$ cat src/fault_summary_defines.svh
/*
 * offsets, bit positions, masks and reset values of the fault summary register.
 * assumes inclusion by bare name from the design file, the host model and the bench.
 */
`ifndef FAULT_SUMMARY_DEFINES_SVH
`define FAULT_SUMMARY_DEFINES_SVH

// ----------------------------------------------------------------
// register map
// ----------------------------------------------------------------
`define FSR_ADDR 9'h080
`define FSR_RESET 16'h0000
`define FSR_ALL_ONES 16'hffff
`define FSR_ZERO 16'h0000

// ----------------------------------------------------------------
// bit positions
// ----------------------------------------------------------------
`define BIT_MEMQ 0
`define BIT_RSVD 1
`define BIT_CLKSRC 2
`define BIT_TIMEOUT 3
`define BIT_HEAT 4
`define BIT_CELLHI 5
`define BIT_CELLLO 6
`define BIT_OPEN 7
`define BIT_STACK 8
`define BIT_GND 9
`define BIT_CSUM 10
`define BIT_REFV 11
`define BIT_REGUL 12
`define BIT_TSEL 13
`define BIT_CSEL 14
`define BIT_DIEWARN 15

// flags that the host may set or clear here; bit 1 is reserved and the rest mirror detail registers
`define FSR_WRITABLE 16'hfb0c
`define FSR_TIMEOUT_CLR 16'h0008
`define FSR_REGUL_CLR 16'h1000
`define FSR_CSEL_CLR 16'h4000

`endif

$ cat src/fault_summary_pkg.sv
/*
 * types carried between the fault summary register and its neighbours.
 * uses none of the defines header's macros and does not include it.
 */
package fault_summary_pkg;

	// ----------------------------------------------------------------
	// detail register summaries, held in other blocks
	// ----------------------------------------------------------------
	typedef struct packed {
		logic open_connection_flag;
		logic cell_high_limit_flag;
		logic cell_low_limit_flag;
		logic [3:0] ext_sensor_heat_flag;
		logic [1:0] gpio_heat_flag;
		logic die_heat_flag;
		logic page_one_parity_flag;
		logic nvm_parity_flag;
		logic memory_queue_error_flag;
	} detail_flags_t;

	// ----------------------------------------------------------------
	// decoded command from the host interface
	// ----------------------------------------------------------------
	typedef struct packed {
		logic wr;
		logic rd;
		logic overwrite_prefix;
		logic [8:0] addr;
		logic [15:0] data;
	} host_cmd_t;

	typedef enum logic [1:0] {
		OVR_IDLE = 2'b01,
		OVR_ARMED = 2'b10
	} ovr_state_t;

endpackage

$ cat src/fault_summary_register.sv
/*
 * fault summary status register with active-low alarm output.
 * assumes commands arrive decoded, one cycle each, synchronous to clk.
 */
`timescale 1ns/1ps
`include "fault_summary_defines.svh"

module fault_summary_register (
	input wire logic clk,
	input wire logic rst,
	input wire logic ce,
	input wire fault_summary_pkg::host_cmd_t cmd,
	input wire fault_summary_pkg::detail_flags_t detail,
	input wire logic [15:0] fault_set,
	output logic [15:0] rd_data_q,
	output logic [15:0] status_q,
	output logic fault_alarm_n
);

	// ----------------------------------------------------------------
	// command decode
	// ----------------------------------------------------------------
	fault_summary_pkg::ovr_state_t ovr_q;
	fault_summary_pkg::ovr_state_t ovr_d;
	logic [15:0] status_d;
	wire hit = cmd.addr == `FSR_ADDR;
	wire wr_hit = cmd.wr && hit;
	wire direct_wr = wr_hit && (ovr_q == fault_summary_pkg::OVR_ARMED);
	wire clear_wr = wr_hit && !direct_wr;
	wire [15:0] wmask = `FSR_WRITABLE;
	// hardware sets only reach writable positions; mirrors come from detail
	wire [15:0] hw_set = fault_set & wmask;

	// mirrored flags are rebuilt from detail every cycle, never from the host
	wire heat_any = |detail.ext_sensor_heat_flag | |detail.gpio_heat_flag | detail.die_heat_flag;
	wire csum_any = detail.page_one_parity_flag | detail.nvm_parity_flag;
	logic [15:0] mirror;
	always_comb begin
		mirror = `FSR_ZERO;
		mirror[`BIT_OPEN] = detail.open_connection_flag;
		mirror[`BIT_CELLHI] = detail.cell_high_limit_flag;
		mirror[`BIT_CELLLO] = detail.cell_low_limit_flag;
		mirror[`BIT_HEAT] = heat_any;
		mirror[`BIT_CSUM] = csum_any;
		mirror[`BIT_MEMQ] = detail.memory_queue_error_flag;
	end

	// writable part: overwrite, write-one-to-clear, or hold; detection ORed last
	wire [15:0] wr_kept = direct_wr ? (cmd.data & wmask) :
		clear_wr ? (status_q & ~cmd.data & wmask) :
		(status_q & wmask);
	// set wins over a clear in the same cycle
	assign status_d = mirror | wr_kept | hw_set;

	// ----------------------------------------------------------------
	// overwrite prefix tracking
	// ----------------------------------------------------------------
	// prefix arms until the next write to this register, which consumes it
	always_comb begin
		case (ovr_q)
			fault_summary_pkg::OVR_IDLE: ovr_d = cmd.overwrite_prefix ? fault_summary_pkg::OVR_ARMED
				: fault_summary_pkg::OVR_IDLE;
			fault_summary_pkg::OVR_ARMED: ovr_d = wr_hit ? fault_summary_pkg::OVR_IDLE
				: fault_summary_pkg::OVR_ARMED;
			default: ovr_d = fault_summary_pkg::OVR_IDLE;
		endcase
	end

	// ----------------------------------------------------------------
	// state
	// ----------------------------------------------------------------
	always_ff @(posedge clk or posedge rst) begin
		if (rst) begin
			status_q <= `FSR_RESET;
			ovr_q <= fault_summary_pkg::OVR_IDLE;
		end else if (ce) begin
			status_q <= status_d;
			ovr_q <= ovr_d;
		end
	end

	// read data captured on a read hit, zero on other addresses
	always_ff @(posedge clk or posedge rst) begin
		if (rst) begin
			rd_data_q <= `FSR_ZERO;
		end else if (ce && cmd.rd) begin
			rd_data_q <= hit ? status_q : `FSR_ZERO;
		end
	end

	// nor of all bits: any set flag is a fault
	assign fault_alarm_n = ~|status_q;
endmodule

$ cat config.mk
export PLATFORM = sky130hd
export DESIGN_NAME = fault_summary_register
export DESIGN_NICKNAME = d
export VERILOG_FILES = /design/src/fault_summary_pkg.sv /design/src/fault_summary_register.sv
export VERILOG_INCLUDE_DIRS = /design/src
export SDC_FILE = /design/constraint.sdc
export NUM_CORES = 1
export LEC_CHECK = 0
export ABC_CLOCK_PERIOD_IN_PS = 1800
export BUFFER_PORTS_ARGS = -buffer_cell sky130_fd_sc_hd__buf_2
export CORE_ASPECT_RATIO = 0.7
export CORE_UTILIZATION = 44
export CTS_BUF_LIST = sky130_fd_sc_hd__clkbuf_4
export CTS_CLUSTER_DIAMETER = 60
export DETAILED_ROUTE_END_ITERATION = 6
export PLACE_DENSITY_LB_ADDON = 0.2
export SYNTH_ARGS = -nofsm -noshare
export SYNTH_HDL_FRONTEND = slang
export SYNTH_SLANG_ARGS = --single-unit
export TNS_END_PERCENT = 100
$ cat constraint.sdc
create_clock -name clk -period 1.8 [get_ports clk]
set_input_delay 0.09 -clock clk [delete_from_list [all_inputs] [get_ports clk]]
set_output_delay 0.09 -clock clk [all_outputs]
set_load 0.005 [all_outputs]
==> metrics.cfg <==
[timing]
fin_worst_skew_ns = 0.0163
drv_slew = 0
fin_setup_tns_ns = 0
period_share_pct = 88.3
clock.fmax_ghz = 0.629
hold_viol_final = 0
rsz0062_at_grt = false
relSlewSlack_pct = 63.0
worstMarginPinSlew_ns = 0.554
fin_hold_ws_ns = 0.0160
period_needed_ns = 1.59
setup-violations-final = 0

[global_route]
antenna_found_initial = 0
grt_usage_pct = 24.7
grt_max_degree = 33
gr-total-overflow = 0
grt_pass1_wl_um = 6690
grt_pass1_vias = 1432

[critical_path]
reg2reg_from = ovr_q[0]
cp-end-kind = flip-flop
cp_data_required_time_ns = 2.02
arrival_ns = 1.81
startpoint_type = flip-flop
cp_slowest_stage_delay_ns = 0.55
rr_worst_depth = 4
critPathMaxFanout = 9
cp_slowest_cell = dfstp_2
critical_path.cell_chain = inv_1 -> ha_1 -> and3_1 -> a221o_1
worstSetupPathType = flip-flop to flip-flop
rrSetupSlack_ns = 0.21
reg2reg_to = status_q[12]

[drt]
dr_total_vias = 1416
dr.first_iter.drc_count = 89
routed_wl_um = 4060
antenna_left = 0
drc_errors = 0
routedWlPerCell_um = 15.5
vias_per_cell = 5.40
drt_first_pass_iters = 4

[floorplanning]
die_w_um = 72.4
die-area_sq_um = 3710
fp.dieH_um = 51.3
rows = 17
initial_core_util_pct = 47.2
pin_count = 93
core_sq_um = 3230

[clock_network]
cts_buffer_depth = 2
cts_made_buffers = 5
cts_tree = built
cts_resized = 0
cts_setup_buffers = 0
clk_latency_ns = 0.33
ctsHtreeMaxLevel = 2
clock_sinks = 32
cts.clk_slew.worst_paths_ns = 0.10
cts_root_buf = clkbuf_4
ctsHoldBuffers = 9

[final_layout]
diodes = 0
fin_area_sq_um = 2120
fin_nets = 276
fillerInstances = 277
drive_gt1_share_pct = 46.0
area_delta_synth_final_pct = 39.1

[synthesis]
synthArstFlopShare_pct = 100
netlist_area_sq_um = 1530
avgSynthCellArea_sq_um = 12.2
synth_edf_count = 0
synth-seq-area-share_pct = 52.5
ys_warn_count = 0
synth_seq_cells = 32
synth_cell_type_count = 29
synth_flop_cell = dfrtp_1
synthCells = 125

[placed_design]
place.gp.congestion = 0.796
place_area_sq_um = 1940
hpwl_um = 2930
io_buffers = 76

[worst_hold_path]
whs_path_depth = 2
hold_class = input pin to flip-flop
holdCritStartpoint = cmd[11]
hold_path_end = status_q[11]

[run]
maxCapViolations = 0

[power]
power_density_nw_per_um2 = 755
p_clk_share_pct = 34.1
power_frac_seq_pct = 49.0
leakage_nw = 1.04
p_comb_share_pct = 16.9
intPower_mw = 1.20
worst_ir_drop_vdd_v = 0.000506
p_switching_uw = 404
sw_frac_of_total_pct = 25.2

[status]
outcome = finished, final reports clean

per-stage QoR:
stage          total power, mW  std cells  utilization, %  worst slack (ns)
4_1_cts                   1.62        261            65.4             0.219
2_1_floorplan            0.942        126               -             0.303
3_5_place_dp              1.05        244            60.1            0.0324
5_1_grt                   1.69        262            65.7             0.145
6_report                  1.60        262            65.7             0.210
3_3_place_gp              1.03        244            60.1            0.0736
layout by cell type, fill, tap and decap left out, drive strengths merged, types with 2 or more instances in the layout:
| cell type | synthesis | final |
|---|---|---|
| mux2 | 4 | 4 |
| and2 | 10 | 10 |
| ha | 2 | 2 |
| nand2 | 2 | 2 |
| dlygate4sd3 | 0 | 10 |
| a31oi | 2 | 2 |
| dfrtp | 31 | 31 |
| nor2 | 5 | 5 |
| buf | 5 | 82 |
| clkbuf | 6 | 6 |
| inv | 5 | 5 |
| conb | 1 | 2 |
| nor4 | 4 | 4 |
| a21oi | 2 | 2 |
| a221o | 9 | 9 |
| and4 | 2 | 2 |
| o2111ai | 9 | 9 |
| nor3 | 3 | 3 |
| a22o | 15 | 15 |
cells by family (layout without fill, tap and decap cells):
family                   Yosys count  in the layout  share of synthesized area, %
AO/OA/AOI/OAI                     38             38                          21.7
adder cells (fa/ha/maj)            2              2                          1.64
buffers and inverters             16            105                          5.90
flip-flops                        32             32                          52.5
multiplexers                       4              4                          2.95
other                              1              2                         0.246
AND/OR/NAND/NOR                   32             32                          15.0
critical path, delay by kind of cell, from the launching register on:
family	cells	cell delay, ns
AOI/OAI and AO/OA	1	0.39
buffers and inverters	1	0.05
DFF	1	0.55
and+or+nand+nor	1	0.30
adders and majority gates	1	0.21
state kept, by name, summed over array words and instances (netlist names):
name / count
rd_data_q: 15
status_q: 15
ovr_q: 2
layout make-up:
cell class | instances | area, sq um | share of cell area, %
clock inverters | 2 | 35.0 | 1.65
inverters | 5 | 18.8 | 0.884
clock buffers | 6 | 45.0 | 2.12
repair buffers | 92 | 526 | 24.7
flip-flops and latches | 32 | 802 | 37.8
well taps | 47 | 58.8 | 2.77
multi-input cells | 78 | 638 | 30.1
per-layer routing:
layer | part of all wire, % | vias to the layer above | routed length (um) | GRT usage, %
li1 | - | 664 | - | -
met1 | 45 | 694 | 1840 | 31.3
met2 | 49 | 54 | 1990 | 40.5
met3 | 5.0 | 4 | 203 | 5.92
met4 | 0.91 | 0 | 37 | 10.8
met5 | 0 | - | 0 | 0
worst max path at each step:
stage	startpoint	endpoint	slack (ns)
after global placement	cmd[24]	status_q[3]	0.07
final	ovr_q[0]	status_q[12]	0.21
after global routing	ovr_q[0]	status_q[12]	0.14
after detailed placement	cmd[24]	status_q[12]	0.03
after floorplan	ovr_q[0]	status_q[12]	0.30
after CTS	ovr_q[0]	status_q[12]	0.22
Yosys cell counts (3+ instances only):
cell       number  share of area [%]
mux2_2          4                3.0
clkbuf_1        6                1.5
nor2_1          4               0.98
and2_1         10                4.1
a22o_1         15                8.6
nor4_1          4                1.6
a221o_1         9                5.9
buf_4           3                1.5
nor3_1          3               0.98
o2111ai_1       9                5.2
dfrtp_1        31                 51
inv_1           5                1.2
power groups by stage:
stage	clock (mW)	combinational (mW)	sequential [mW]
2_1_floorplan	0	0.148	0.793
3_3_place_gp	0	0.236	0.796
3_5_place_dp	0	0.253	0.801
4_1_cts	0.562	0.270	0.786
5_1_grt	0.597	0.301	0.792
6_report	0.547	0.271	0.786
Note: power is estimated with default switching activity, not from simulation.
